`config.mk`:
```
export PLATFORM = sky130hd
export DESIGN_NAME = imd_mul_div
export DESIGN_NICKNAME = d
export VERILOG_FILES = /design/src/hdl/imd_pkg.sv /design/src/hdl/imd_mul_div.sv
export VERILOG_INCLUDE_DIRS = /design/src /design/src/hdl
export SDC_FILE = /design/constraint.sdc
export NUM_CORES = 1
export LEC_CHECK = 0
export BUFFER_PORTS_ARGS = -buffer_cell sky130_fd_sc_hd__buf_4
export CORE_ASPECT_RATIO = 1.5
export CORE_MARGIN = 2
export CORE_UTILIZATION = 42
export CTS_BUF_LIST = sky130_fd_sc_hd__clkbuf_16
export DETAILED_ROUTE_END_ITERATION = 6
export HOLD_SLACK_MARGIN = 0.05
export MAX_ROUTING_LAYER = met4
export SLEW_MARGIN = 20
export SYNTH_ARGS = -nofsm -noshare
export SYNTH_HDL_FRONTEND = slang
export SYNTH_SLANG_ARGS = --single-unit
export TNS_END_PERCENT = 50
```
`constraint.sdc`:
```
create_clock -name pclk -period 11.2 [get_ports pclk]
set_input_delay 0.56 -clock pclk [delete_from_list [all_inputs] [get_ports pclk]]
set_output_delay 0.56 -clock pclk [all_outputs]
set_load 0.05 [all_outputs]
```
`src/hdl/imd_params.svh`:
```
// Constants for the iterative multiply and divide unit
`ifndef IMD_PARAMS_SVH
`define IMD_PARAMS_SVH

// ****************************************************************
// Register byte offsets on the APB
// ****************************************************************
`define IMD_OFF_FUNC      8'h00
`define IMD_OFF_D         8'h04
`define IMD_OFF_Q         8'h08
`define IMD_OFF_R         8'h0C
`define IMD_OFF_STAT      8'h10

// ****************************************************************
// Status register bit positions
// ****************************************************************
`define IMD_ST_LOOP       0
`define IMD_ST_TOG        1
`define IMD_ST_LPC        2
`define IMD_ST_SO         3

// ****************************************************************
// Special function codes
// ****************************************************************
`define IMD_FN_MUL_TWO_POS 10'h279
`define IMD_FN_MUL_ONE_POS 10'h27B
`define IMD_FN_MUL_TWO_NEG 10'h269
`define IMD_FN_MUL_ONE_NEG 10'h26B
`define IMD_FN_DIV_TWO_POS 10'h26C
`define IMD_FN_DIV_ONE_POS 10'h26E
`define IMD_FN_DIV_TWO_NEG 10'h27C
`define IMD_FN_DIV_ONE_NEG 10'h27E
`define IMD_FN_REM_ASSY    10'h26A
`define IMD_FN_DDIV_ADD    10'h27F
`define IMD_FN_DDIV_SUB    10'h26F
`define IMD_FN_ALUF_0      10'h37C
`define IMD_FN_ALUF_1      10'h37D
`define IMD_FN_ALUF_2      10'h37E
`define IMD_FN_ALUF_3      10'h37F

// Code bit telling one iteration per cycle from two
`define IMD_FN_RATE_BIT   1
// Code bit that carries the operand sign choice
`define IMD_FN_SIGN_BIT   4

// ****************************************************************
// Reset values
// ****************************************************************
`define IMD_RST_WORD      32'h0000_0000
`define IMD_RST_FUNC      10'h000

`endif

```
`src/hdl/imd_pkg.sv`:
```
// Types shared by the iterative multiply and divide unit
package imd_pkg;
	typedef logic [31:0] imd_word_t;
	typedef logic [9:0]  imd_func_t;
	typedef enum logic [2:0] {
		IMD_OP_OTHER,
		IMD_OP_MUL,
		IMD_OP_DIV,
		IMD_OP_DDIV,
		IMD_OP_REM,
		IMD_OP_KEEP
	} imd_op_t;
endpackage : imd_pkg

```
`src/hdl/imd_mul_div.sv`:
```
// Iterative multiply and divide datapath with an APB register port

`include "imd_params.svh"

module imd_mul_div
	import imd_pkg::*;
(
	input  wire logic        pclk,
	input  wire logic        presetn,
	input  wire logic        psel,
	input  wire logic        penable,
	input  wire logic        pwrite,
	input  wire logic [7:0]  paddr,
	input  wire logic [31:0] pwdata,
	output logic      [31:0] prdata,
	output logic             pready,
	output logic             pslverr,
	output logic             loop_active
);

	// ****************************************************************
	// Decoding helpers
	// ****************************************************************
	function automatic imd_op_t classify(input imd_func_t f);
		case (f)
			`IMD_FN_MUL_TWO_POS, `IMD_FN_MUL_ONE_POS,
			`IMD_FN_MUL_TWO_NEG, `IMD_FN_MUL_ONE_NEG: begin
				classify = IMD_OP_MUL;
			end
			`IMD_FN_DIV_TWO_POS, `IMD_FN_DIV_ONE_POS,
			`IMD_FN_DIV_TWO_NEG, `IMD_FN_DIV_ONE_NEG: begin
				classify = IMD_OP_DIV;
			end
			`IMD_FN_DDIV_ADD, `IMD_FN_DDIV_SUB: begin
				classify = IMD_OP_DDIV;
			end
			`IMD_FN_REM_ASSY: begin
				classify = IMD_OP_REM;
			end
			`IMD_FN_ALUF_0, `IMD_FN_ALUF_1,
			`IMD_FN_ALUF_2, `IMD_FN_ALUF_3: begin
				classify = IMD_OP_KEEP;
			end
			default: begin
				classify = IMD_OP_OTHER;
			end
		endcase
	endfunction : classify

	// One multiply step; result is {d, q, tog, carry flag}
	function automatic logic [65:0] mul_iter(
		input imd_word_t d,
		input imd_word_t q,
		input logic      iteration_bit_flag,
		input imd_word_t r,
		input logic      neg
	);
		imd_word_t   addend;
		logic [32:0] sum;
		addend = iteration_bit_flag ? r : `IMD_RST_WORD;
		// Minus variants add the two's complement of the multiplicand
		sum = neg ? ({d[31], d} - {1'b0, addend})
			: ({1'b0, d} + {1'b0, addend});
		// D:Q shift right as one; ALU bit 0 enters Q and the carry flag
		mul_iter = {sum[32:1], sum[0], q[31:1], q[0], sum[0]};
	endfunction : mul_iter

	// One nonrestoring divide step; result is {d, q, tog, sign out}
	// D:Q holds the 64-bit dividend, R the 32-bit divisor
	function automatic logic [65:0] div_iter(
		input imd_word_t d,
		input imd_word_t q,
		input logic      iteration_bit_flag,
		input imd_word_t r,
		input logic      neg,
		input logic      setup
	);
		logic        sub;
		logic [32:0] alu;
		// A previous success asks for a subtract, a failure for an add
		sub = (setup | iteration_bit_flag) ^ neg;
		alu = sub ? ({1'b0, d} + {1'b0, ~r} + 33'h0_0000_0001)
			: ({1'b0, d} + {1'b0, r});
		// Carry out of bit 31 is the quotient bit
		div_iter = {alu[30:0], q[31], q[30:0], alu[32], alu[32],
			alu[31]};
	endfunction : div_iter

	// ****************************************************************
	// State
	// ****************************************************************
	imd_func_t func_r;
	imd_word_t d_r;
	imd_word_t q_r;
	imd_word_t r_r;
	logic      loop_r;
	logic      tog_r;
	logic      lpc_r;
	logic      so_r;

	imd_func_t func_nxt;
	imd_word_t d_nxt;
	imd_word_t q_nxt;
	imd_word_t r_nxt;
	logic      loop_nxt;
	logic      tog_nxt;
	logic      lpc_nxt;
	logic      so_nxt;

	// ****************************************************************
	// APB decode
	// ****************************************************************
	logic      acc_wr;
	logic      setup_rd;
	logic      hit_func;
	logic      hit_d;
	logic      hit_q;
	logic      hit_r;
	logic      hit_stat;
	logic      addr_ok;
	logic      step;
	imd_word_t stat_word;
	imd_word_t rd_word;

	assign hit_func = (paddr == `IMD_OFF_FUNC);
	assign hit_d    = (paddr == `IMD_OFF_D);
	assign hit_q    = (paddr == `IMD_OFF_Q);
	assign hit_r    = (paddr == `IMD_OFF_R);
	assign hit_stat = (paddr == `IMD_OFF_STAT);
	assign addr_ok  = hit_func | hit_d | hit_q | hit_r | hit_stat;
	assign acc_wr   = psel & penable & pwrite;
	assign setup_rd = psel & ~penable;
	// Each write of a function code is one microcycle of that function
	assign step     = acc_wr & hit_func;
	assign pready   = psel & penable;

	always_comb begin
		stat_word              = `IMD_RST_WORD;
		stat_word[`IMD_ST_LOOP] = loop_r;
		stat_word[`IMD_ST_TOG]  = tog_r;
		stat_word[`IMD_ST_LPC]  = lpc_r;
		stat_word[`IMD_ST_SO]   = so_r;
	end

	assign rd_word = hit_func ? {22'h00_0000, func_r}
		: hit_d ? d_r
		: hit_q ? q_r
		: hit_r ? r_r
		: hit_stat ? stat_word
		: `IMD_RST_WORD;

	// ****************************************************************
	// Function classification of the code being issued
	// ****************************************************************
	imd_op_t op;
	logic    op_mul;
	logic    op_div;
	logic    op_rem;
	logic    fn_fast;
	logic    fn_neg;
	logic    mul_setup;

	assign op      = classify(pwdata[9:0]);
	assign op_mul  = step & (op == IMD_OP_MUL);
	assign op_div  = step & (op == IMD_OP_DIV);
	assign op_rem  = step & (op == IMD_OP_REM);
	assign fn_fast = ~pwdata[`IMD_FN_RATE_BIT];
	// Plus multiplies carry a one in the sign bit, plus divides a zero
	assign fn_neg  = (op == IMD_OP_DIV) ? pwdata[`IMD_FN_SIGN_BIT]
		: ~pwdata[`IMD_FN_SIGN_BIT];
	assign mul_setup = op_mul & ~loop_r;

	// ****************************************************************
	// Iteration chain: stage 1 is one step, stage 2 is two steps
	// ****************************************************************
	imd_word_t sd  [0:2];
	imd_word_t sq  [0:2];
	logic      stg [0:2];
	logic      sf  [0:2];

	assign sd[0]  = d_r;
	assign sq[0]  = q_r;
	assign stg[0] = tog_r;
	assign sf[0]  = (op == IMD_OP_DIV) ? so_r : lpc_r;

	genvar gi;
	generate
		for (gi = 0; gi < 2; gi++) begin : g_iter
			logic [65:0] mres;
			logic [65:0] dres;
			assign mres = mul_iter(sd[gi], sq[gi], stg[gi], r_r, fn_neg);
			assign dres = div_iter(sd[gi], sq[gi], stg[gi], r_r, fn_neg,
				(gi == 0) && !loop_r);
			assign {sd[gi+1], sq[gi+1], stg[gi+1], sf[gi+1]} =
				(op == IMD_OP_DIV) ? dres : mres;
		end
	endgenerate

	// Set-up is always a single step, even for the fast variants
	logic      use_two;
	imd_word_t it_d;
	imd_word_t it_q;
	logic      it_tog;
	logic      it_f;

	assign use_two = fn_fast & loop_r;
	assign it_d    = use_two ? sd[2] : sd[1];
	assign it_q    = use_two ? sq[2] : sq[1];
	assign it_tog  = use_two ? stg[2] : stg[1];
	assign it_f    = use_two ? sf[2] : sf[1];

	// ****************************************************************
	// Remainder assembly
	// ****************************************************************
	imd_word_t rem_alu;
	imd_word_t rem_d;

	// Sign out re-enters at the top to undo the surplus left shift
	assign rem_alu = d_r - r_r;
	assign rem_d   = {so_r, rem_alu[31:1]};

	// ****************************************************************
	// Next state
	// ****************************************************************
	assign func_nxt = step ? pwdata[9:0] : func_r;
	assign r_nxt    = (acc_wr & hit_r) ? pwdata : r_r;

	assign d_nxt = (acc_wr & hit_d) ? pwdata
		: mul_setup ? `IMD_RST_WORD
		: (op_mul | op_div) ? it_d
		: op_rem ? rem_d
		: d_r;

	assign q_nxt = (acc_wr & hit_q) ? pwdata
		: mul_setup ? {1'b0, q_r[31:1]}
		: (op_mul | op_div) ? it_q
		: q_r;

	// Loop stays up through flag reads so status polls do not end it
	assign loop_nxt = !step ? loop_r
		: (op_mul | op_div) ? 1'b1
		: (op == IMD_OP_DDIV || op == IMD_OP_KEEP) ? loop_r
		: 1'b0;

	assign tog_nxt = mul_setup ? q_r[0]
		: (op_mul | op_div) ? it_tog
		: tog_r;

	assign lpc_nxt = mul_setup ? 1'b0
		: op_mul ? it_f
		: lpc_r;

	assign so_nxt = op_div ? it_f
		: op_rem ? rem_alu[0]
		: so_r;

	// ****************************************************************
	// Registers
	// ****************************************************************
	always_ff @(posedge pclk or negedge presetn) begin
		if (!presetn) begin
			func_r <= `IMD_RST_FUNC;
			d_r    <= `IMD_RST_WORD;
			q_r    <= `IMD_RST_WORD;
			r_r    <= `IMD_RST_WORD;
			loop_r <= 1'b0;
			tog_r  <= 1'b0;
			lpc_r  <= 1'b0;
			so_r   <= 1'b0;
		end else begin
			func_r <= func_nxt;
			d_r    <= d_nxt;
			q_r    <= q_nxt;
			r_r    <= r_nxt;
			loop_r <= loop_nxt;
			tog_r  <= tog_nxt;
			lpc_r  <= lpc_nxt;
			so_r   <= so_nxt;
		end
	end

	// Read data is caught in the setup phase so it comes from a flop
	always_ff @(posedge pclk or negedge presetn) begin
		if (!presetn) begin
			prdata  <= `IMD_RST_WORD;
			pslverr <= 1'b0;
		end else if (setup_rd) begin
			prdata  <= pwrite ? `IMD_RST_WORD : rd_word;
			pslverr <= ~addr_ok;
		end
	end

	assign loop_active = loop_r;

	logic [32:0] chk_sum;
	logic        chk_slow_pos;
	logic        chk_fast;
	logic        chk_keep;

	assign chk_sum      = {1'b0, d_r} + {1'b0, tog_r ? r_r : 32'h0000_0000};
	assign chk_slow_pos = op_mul & loop_r & ~fn_fast & ~fn_neg;
	assign chk_fast     = op_mul & loop_r & fn_fast;
	assign chk_keep     = step & (op == IMD_OP_MUL || op == IMD_OP_DIV
		|| op == IMD_OP_DDIV || op == IMD_OP_KEEP);
endmodule : imd_mul_div

```
== Word-level counts from Yosys, hierarchy flattened ==
Index checks and enable logic that the tools add are counted.
Operators by class
  $lt $le $gt $ge: 0
  reductions and logical operators: 13
  add/subtract/negate cells: 11
  div/mod/pow operators: 0
  mux-type cells: 35
  $mul: 0
  eq/ne operators: 25
  shifts and indexed selects: 0
  bitwise gates (word level): 26
Operators with widths (number)
  2-to-1 mux 32 bit: 16
  adder 32 x 32 -> 33 bit: 6
  equality test 10 bit (second input constant): 15
  2-to-1 mux 33 bit: 4
  2-to-1 mux 66 bit: 2
  adder 33 x 1 -> 33 bit (second input constant): 2
  subtractor 33 x 32 -> 33 bit: 2
  NOT 32 bit: 1
  subtractor 32 bit: 1
  equality test 8 x 4 -> 1 bit (second input constant): 2
  case mux 3 bit (5 select lines): 1
  bitwise AND 1 bit: 12
  OR reduction 4 bit: 3
  2-to-1 mux 1 bit: 11
  equality test 8 x 3 -> 1 bit (second input constant): 1
  equality test 8 x 5 -> 1 bit (second input constant): 1
  logical NOT 8 bit: 1
  equality test 3 x 2 -> 1 bit (second input constant): 2
  equality test 3 bit (second input constant): 2
  OR 1 bit: 6
  nonzero test 2 bit: 3
  NOT 1 bit: 5
  2-to-1 mux 4 bit: 1
  nonzero test 4 bit: 1
  8 further kinds: 9
Storage, ports and cells
  memories: 0
  input bits: 45
  bits in read-only memories: 0
  latch bits: 0
  bits in writable memories: 0
  output and inout port bits: 35
  flip-flop bits (word level): 143

== Longest topological paths before layout ==
Gate-level depths: netlist of the first run.
  word-level depth: 16
  mapped depth: 30
  depth with buffers taken out: 27

== Least setup slack after synthesis of the first run ==
Ideal clock, no wire load.
  path type: register -> register
  start: reg tog_r
  end: reg so_r
  buffers on the path: 3
  stages on the path, launching flop included: 28
  path slack: 5467 ps
  data arrival time: 5613 ps
  setup time: 120 ps
  path through: dfrtp_1 -> clkbuf_1 -> clkbuf_1 -> nand2_1 -> ha_1 -> inv_1 -> a21oi_1 -> or4b_2 -> a21oi_1 -> o21ai_0 -> a21oi_1 -> o21bai_1 -> a21oi_1 -> xnor2_1 -> mux2i_1 -> ha_1 -> clkbuf_1 -> or4_1 -> o221ai_1 -> a21oi_1 -> o31ai_1 -> a21oi_1 -> o31a_1 -> nor4_1 -> o41ai_1 -> a21oi_1 -> xnor2_1 -> a31o_1
On the way
  cells in the longest elaborated chain, start to end: 10
  elaborated cells between the ends (all ways): 20
RTL lines
  start, declared: line imd_mul_div.sv:97  | logic tog_r;
  start signal, assigned: line imd_mul_div.sv:276  | tog_r <= tog_nxt;
  2-to-1 mux 32 bit / OR 1 bit (equally long branches)
  subtractor 33 x 32 -> 33 bit, or another cell as far along: line imd_mul_div.sv:62  | sum = neg ? ({d[31], d} - {1'b0, addend})
  2-to-1 mux 33 bit, on equally long branches: line imd_mul_div.sv:62, imd_mul_div.sv:82
  2-to-1 mux 66 bit *: line imd_mul_div.sv:195  | (op == IMD_OP_DIV) ? dres : mres;
  adder 32 x 32 -> 33 bit / 2-to-1 mux 32 bit (equally long branches)
  adder 33 x 1 -> 33 bit, or another cell as far along: line imd_mul_div.sv:82  | alu = sub ? ({1'b0, d} + {1'b0, ~r} + 33'h0_0000_0001)
  2-to-1 mux 33 bit, on equally long branches: line imd_mul_div.sv:82, imd_mul_div.sv:62
  2-to-1 mux 66 bit: line imd_mul_div.sv:195
  2-to-1 mux 1 bit *: line imd_mul_div.sv:210  | assign it_f = use_two ? sf[2] : sf[1];
  2-to-1 mux 1 bit *: line imd_mul_div.sv:253  | assign so_nxt = op_div ? it_f
  end signal, assigned: line imd_mul_div.sv:278  | so_r <= so_nxt;
  end, declared: line imd_mul_div.sv:99  | logic so_r;
Every way passes the cells marked *; elsewhere a longest branch is shown, timed or not.
A chain may end at the register's enable or synchronous reset.

== Worst setup path in the final report of the first run ==
  start: reg r_r[29]
  end: reg d_r[29]
On the way
  cells in the longest elaborated chain, start to end: 13
  elaborated cells between the ends (all ways): 26
RTL lines
  start, declared: line imd_mul_div.sv:95  | imd_word_t r_r;
  start signal, assigned: line imd_mul_div.sv:265  | r_r <= `IMD_RST_WORD;
  start signal, assigned: line imd_mul_div.sv:274  | r_r <= r_nxt;
  NOT 32 bit: line imd_mul_div.sv:82
  adder 32 x 32 -> 33 bit: line imd_mul_div.sv:82
  adder 33 x 1 -> 33 bit: line imd_mul_div.sv:82
  2-to-1 mux 33 bit: line imd_mul_div.sv:82
  2-to-1 mux 66 bit: line imd_mul_div.sv:195
  2-to-1 mux 32 bit (no line)
  subtractor 33 x 32 -> 33 bit / adder 32 x 32 -> 33 bit (equally long branches): line imd_mul_div.sv:62, imd_mul_div.sv:63
  2-to-1 mux 33 bit: line imd_mul_div.sv:62
  2-to-1 mux 66 bit: line imd_mul_div.sv:195
  2-to-1 mux 32 bit: line imd_mul_div.sv:207  | assign it_d = use_two ? sd[2] : sd[1];
  2-to-1 mux 32 bit *: line imd_mul_div.sv:230  | : (op_mul | op_div) ? it_d
  2-to-1 mux 32 bit *: line imd_mul_div.sv:229  | : mul_setup ? `IMD_RST_WORD
  2-to-1 mux 32 bit *: line imd_mul_div.sv:228  | assign d_nxt = (acc_wr & hit_d) ? pwdata
  end signal, assigned: line imd_mul_div.sv:263  | d_r <= `IMD_RST_WORD;
  end signal, assigned: line imd_mul_div.sv:272  | d_r <= d_nxt;
  end, declared: line imd_mul_div.sv:93  | imd_word_t d_r;
Every way passes the cells marked *; elsewhere a longest branch is shown, timed or not. The select of a mux whose other input is x is not followed.

==> impl_metrics.yaml, run 1 <==
layout:
  n_fill_cell: 5716
  nNetsFinal: 3501
  final_util: 0.454
  area_growth_pct: 7.12
  design_area_um2: 24700
  insertedDiodeCount: 0
  drive_gt1_frac: 0.0958
  multi_input_area_um2: 17900
  seqCellArea_um2: 3580
yosys:
  synth.cell_area_um2: 23100
  synth_cells: 3238
  syn_avg_cell_area_um2: 7.14
  synth_flop_cell: "dfrtp_1"
  ys_warn_count: 0
  synth.area.top_cells: "dfrtp_1 15%, ha_1 14%, a21oi_1 6.4%"
  ys_ff_latch: 143
  synth_top_area_cell: "dfrtp_1"
  seq_area_frac_synth: 0.155
  synthArstFlopShare: 1.00
  synth_cell_type_count: 106
  synth_top_area_share: 0.155
  synth.most_common_cell: "nor2_1"
  synth_edf_count: 0
  yosys-top-cells-count: "322 x nor2_1, 316 x nand2_1, 297 x a21oi_1"
  syn_nets: 3547
sta:
  rsz0062_at_grt: "false"
  fmax_ghz: 0.130
  finalCritPeriodShare: 0.689
  max-slew-margin-rel: 0.250
  final_max_slew_viol_count: 0
  clock_skew_ps: 21.6
  worst_slew_pin_slew_ps: 1110
  fin_setup_tns_ps: 0
  setup_viol: 0
  hold_violations: 0
  post-route-min-period_ps: 7710
min_path:
  hp-class: "in2async"
placement:
  gp_congestion: 1.02
  placed_area_um2: 24200
  io_buffers: 79
  place_hpwl_um: 82500
detailed_routing:
  wirelength_um: 105000
  wl_met3_um: 6020
  ant_nets: 0
  via_count: 25400
  maxUsedRoutingLayer: "met4"
  routedWlPerCell_um: 27.0
  wl_met2_um: 49100
  wl_met1_um: 44000
  drc: 0
  routed_via_density: 6.50
  firstDrtPassIters: 6
  drtIter0Drc: 2468
cts:
  ctsHoldBuffers: 0
  clock_path_buffers: 2
  htreeDepth: 4
  cts_setup_buffers: 0
  clkSlewWorstSetupHoldPaths_ps: 90
  cts.sinks: 143
  insertion_delay_ps: 480
  cts_resized: 0
  numCtsBuffers: 17
  cts_tree: "done"
  cts.root.buffer_cell: "clkbuf_16"
job:
  drv_cap: 0
worst_setup_path:
  worstSetupPathType: "reg2reg"
  required_ps: 11520
  path_delay_family: "compound AO/OA/AOI/OAI gates"
  critical_path_arrival_ps: 8040
  slowest_delay_ps: 800
  start_kind: "flip-flop"
  crit_path_end_kind: "flip-flop"
  rr_worst_depth: 26
  crit_buf_inv: 2
  path_depth: 26
  crit_fanout: 33
  slowest_stage: "a31oi_1"
status:
  status: "complete, no violations"
grt:
  grt_overflow: 0
  grt_pass1_wl_um: 156000
  grt.total_usage: 0.373
  grt_max_degree: 90
  grt_antenna_before_repair: 1
  grt_pass1_vias: 24800
pwr:
  ir_worst_vdd_uv: 117
  powerDensity_nw_per_um2: 91.3
  total_leakage_power_uw: 0.0117
die:
  core-area_um2: 54500
  rows: 105
  die_w_um: 196
  ioPinCount: 80
  die_area_um2: 56900
  die_h_um: 291
  initial_core_util: 0.424
through the flow:
stage	instances	power, µW	hold WS, ps	setup WS (ps)
floorplan	3238	1320	264	5470
global placement	3868	1650	466	3720
detailed placement	3868	1650	467	3640
CTS	3900	2230	236	3660
global route	3900	2360	260	2990
finish	3900	2260	161	3490
logic make-up (layout without fill, tap and decap cells):
| group | Yosys count | in the layout | share of synthesized area |
|---|---|---|---|
| AO/OA/AOI/OAI | 1083 | 1083 | 0.307 |
| AND/OR/NAND/NOR | 1079 | 1079 | 0.217 |
| buffers and inverters | 422 | 389 | 0.0725 |
| adder cells (fa/ha/maj) | 264 | 264 | 0.146 |
| XOR/XNOR | 148 | 148 | 0.0567 |
| flip-flops | 143 | 143 | 0.155 |
| multiplexers | 99 | 99 | 0.0463 |
state kept, by name (all words and copies together), names as in the netlist:
signal and flops:
r_r 32, pslverr 1, d_r 32, prdata 32, q_r 32, lpc_r 1, loop_active 1, tog_r 1
func_r 10, so_r 1
power by group:
group | leakage, µW | internal, µW | switching, µW
registers | 0.00198 | 525 | 22.7
logic | 0.00941 | 407 | 720
clock network | 0.000267 | 291 | 294
total | 0.0117 | 1220 | 1040
metal layers:
layer | track usage | up-vias
met2 | 0.603 | 1161
met5 | - | -
met3 | 0.0313 | 289
met1 | 0.463 | 12300
li1 | - | 11600
met4 | 0.197 | 0
final timing paths:
check	from	end	slack [ps]
min	presetn	d_r[3]$_DFFE_PN0P_	160
min in group pclk	pwrite	prdata[2]$_DFFE_PN0P_	320
min reg2reg	pslverr$_DFFE_PN0P_	pslverr$_DFFE_PN0P_	480
max in group asynchronous	presetn	q_r[19]$_DFFE_PN0P_	9660
max	r_r[29]$_DFFE_PN0P_	d_r[29]$_DFFE_PN0P_	3490
max reg2reg	r_r[29]$_DFFE_PN0P_	d_r[29]$_DFFE_PN0P_	3490
cells in the final DEF (no fill, tap or decap), types with 42 or more instances in the layout:
cell type	n
o21ai_0	243
buf_4	127
ha_1	256
nor3_1	115
a22oi_1	49
a21oi_1	297
mux2_2	63
xnor2_1	128
nand2_1	315
nor2_1	320
nand3_1	81
a21o_1	50
o31ai_1	43
inv_1	225
a211oi_1	42
dfrtp_1	143
cell type report:
class | instances | share of cell area
repair buffers | 129 | 0.0398
multi-input cells | 2673 | 0.723
inverters | 228 | 0.0346
flip-flops and latches | 143 | 0.145
clock buffers | 17 | 0.0172
well taps | 695 | 0.0351
clock inverters | 15 | 0.00531
No activity file was read; power rests on OpenSTA's default activity.
==> inputs of run 2 (changes only) <==
==> constraint.sdc (replaced) <==
create_clock -name pclk -period 7.8 [get_ports pclk]
set_input_delay 0.39 -clock pclk [delete_from_list [all_inputs] [get_ports pclk]]
set_output_delay 0.39 -clock pclk [all_outputs]
set_load 0.05 [all_outputs]
==> run 2 against run 1 <==
Net effect:
- via count is 1.4% higher
- non-clock buffer count is 55 higher
- worst setup slack worse by 3200 ps
- fmax is 3.2% higher
- clock skew is 0.73 ps higher
- register-to-register slack worse by 3200 ps
- global-route usage is 1.5 points higher
- critical path depth stayed put
- sequential power is 43% higher
- combinational power is 48% higher
- first-iteration DRC count is 18% higher
- die area stayed put
- critical endpoint is now so_r$_DFFE_PN0P_
- largest cell class unchanged
- highest routed layer unchanged
==> impl_metrics.yaml, run 2 (synthesized netlist as in run 1, its figures left out) <==
worst_setup_path:
  regToRegStartpoint: "tog_r$_DFFE_PN0P_"
  start_kind: "flip-flop"
  crit_fanout: 11
  critical_path.startpoint: "tog_r$_DFFE_PN0P_"
  path_delay_family: "compound AO/OA/AOI/OAI gates"
  crit_top_cell: "a21oi_1"
  crit_buf_inv: 1
  rr_worst_depth: 26
  slowest_delay_ps: 760
  critical_path_arrival_ps: 7870
  required_ps: 8200
  slowest_stage: "dfrtp_1"
  rrSetupSlack_ps: 330
  reg2reg_to: "so_r$_DFFE_PN0P_"
  worstSetupPathType: "reg2reg"
  crit_path_end_kind: "flip-flop"
die:
  initial_core_util: 0.424
  core-area_um2: 54500
  die_h_um: 291
  die_w_um: 196
  die_area_um2: 56900
  ioPinCount: 80
  rows: 105
layout:
  final_common_cell: "nor2_1"
  layout_common_cells: "320 x nor2_1, 315 x nand2_1, 297 x a21oi_1"
  n_fill_cell: 5594
  final_util: 0.463
  nNetsFinal: 3556
  drive_gt1_frac: 0.111
  seqCellArea_um2: 3580
  design_area_um2: 25200
  multi_input_area_um2: 17900
  insertedDiodeCount: 0
  area_growth_pct: 9.15
cts:
  cts_setup_buffers: 0
  cts.root.buffer_cell: "clkbuf_16"
  cts_tree: "done"
  htreeDepth: 4
  cts.sinks: 143
  numCtsBuffers: 17
  insertion_delay_ps: 470
  clock_path_buffers: 2
  clkSlewWorstSetupHoldPaths_ps: 70
min_path:
  hp-class: "in2reg"
  min_path_cells: 2
  min_to: "prdata[2]$_DFFE_PN0P_"
  worstHoldStart: "pwrite"
sta:
  finalCritPeriodShare: 0.958
  hold_violations: 0
  rsz0062_at_grt: "false"
  clock_skew_ps: 22.3
  max-slew-margin-rel: 0.225
  post-route-min-period_ps: 7470
  setup_viol: 0
  worst_slew_pin_slew_ps: 1160
  fmax_ghz: 0.134
  fin_setup_tns_ps: 0
  final_max_slew_viol_count: 0
  fin_hold_ws_ps: 154
detailed_routing:
  via_count: 25700
  routed_via_density: 6.51
  ant_nets: 0
  firstDrtPassIters: 6
  routedWlPerCell_um: 27.7
  wirelength_um: 109000
  drtIter0Drc: 2915
  drc: 0
grt:
  grt_antenna_before_repair: 1
  grt_pass1_wl_um: 162000
  grt_max_degree: 80
  grt_pass1_vias: 25300
  grt_overflow: 0
  grt.total_usage: 0.388
pwr:
  total_leakage_power_uw: 0.0120
  ir_worst_vdd_uv: 153
  powerDensity_nw_per_um2: 134
placement:
  placed_area_um2: 24600
  io_buffers: 79
  gp_congestion: 1.03
  place_hpwl_um: 87400
status:
  status: "complete, no violations"
job:
  drv_cap: 0
==> run 2: changes by cell type in the layout (fill, tap and decap cells not counted), moves of 2 or more <==
cell        before  now
bufinv_16        0    3
clkinv_4         4    1
inv_8            5    3
inv_6            1    6
clkinvlp_4       3    1
buf_4          127  182
==> run 2: stage by stage <==
stage | setup WS, ps | power [µW] | std cells
finish | 326 | 3390 | 3955
global route | 5.86 | 3540 | 3955
CTS | 464 | 3350 | 3955
detailed placement | 513 | 2420 | 3922
global placement | 588 | 2420 | 3922
floorplan | 2070 | 1900 | 3238
==> run 2: where the power goes <==
part	internal (µW)	switching, µW	leakage (µW)
sequential	753	30.4	0.00198
clock	516	417	0.000305
combinational	605	1070	0.00969
total	1870	1510	0.0120
==> run 2: how the worst max path moves through the flow <==
stage | to | slack (ps) | cells past startpoint
finish | so_r$_DFFE_PN0P_ | 330 | 26
global route | so_r$_DFFE_PN0P_ | 6 | 26
CTS | d_r[28]$_DFFE_PN0P_ | 460 | 23
detailed placement | d_r[28]$_DFFE_PN0P_ | 510 | 23
global placement | d_r[26]$_DFFE_PN0P_ | 590 | 23
floorplan | so_r$_DFFE_PN0P_ | 2070 | 27
==> run 2: per-layer routing <==
metal,up-vias,GRT usage,share of wire
li1,11700,-,-
met5,-,-,0
met1,12500,0.492,0.42
met2,1279,0.623,0.46
met3,264,0.0320,0.064
met4,0,0.189,0.056
==> run 2: what timing repair did <==
item                       4_1_cts  5_1_grt
hold buffers                     1        0
hold endpoints to repair         2        0
setup endpoints to repair        0        2
gates resized for setup          0        1
==> run 2: area by class of cell <==
| class | instances | share of cell area |
|---|---|---|
| Timing Repair Buffer | 184 | 0.0550 |
| Multi-Input combinational cell | 2673 | 0.710 |
| Inverter | 228 | 0.0339 |
| Sequential cell | 143 | 0.142 |
| Clock inverter | 15 | 0.00784 |
| Clock buffer | 17 | 0.0169 |
| Tap cell | 695 | 0.0345 |
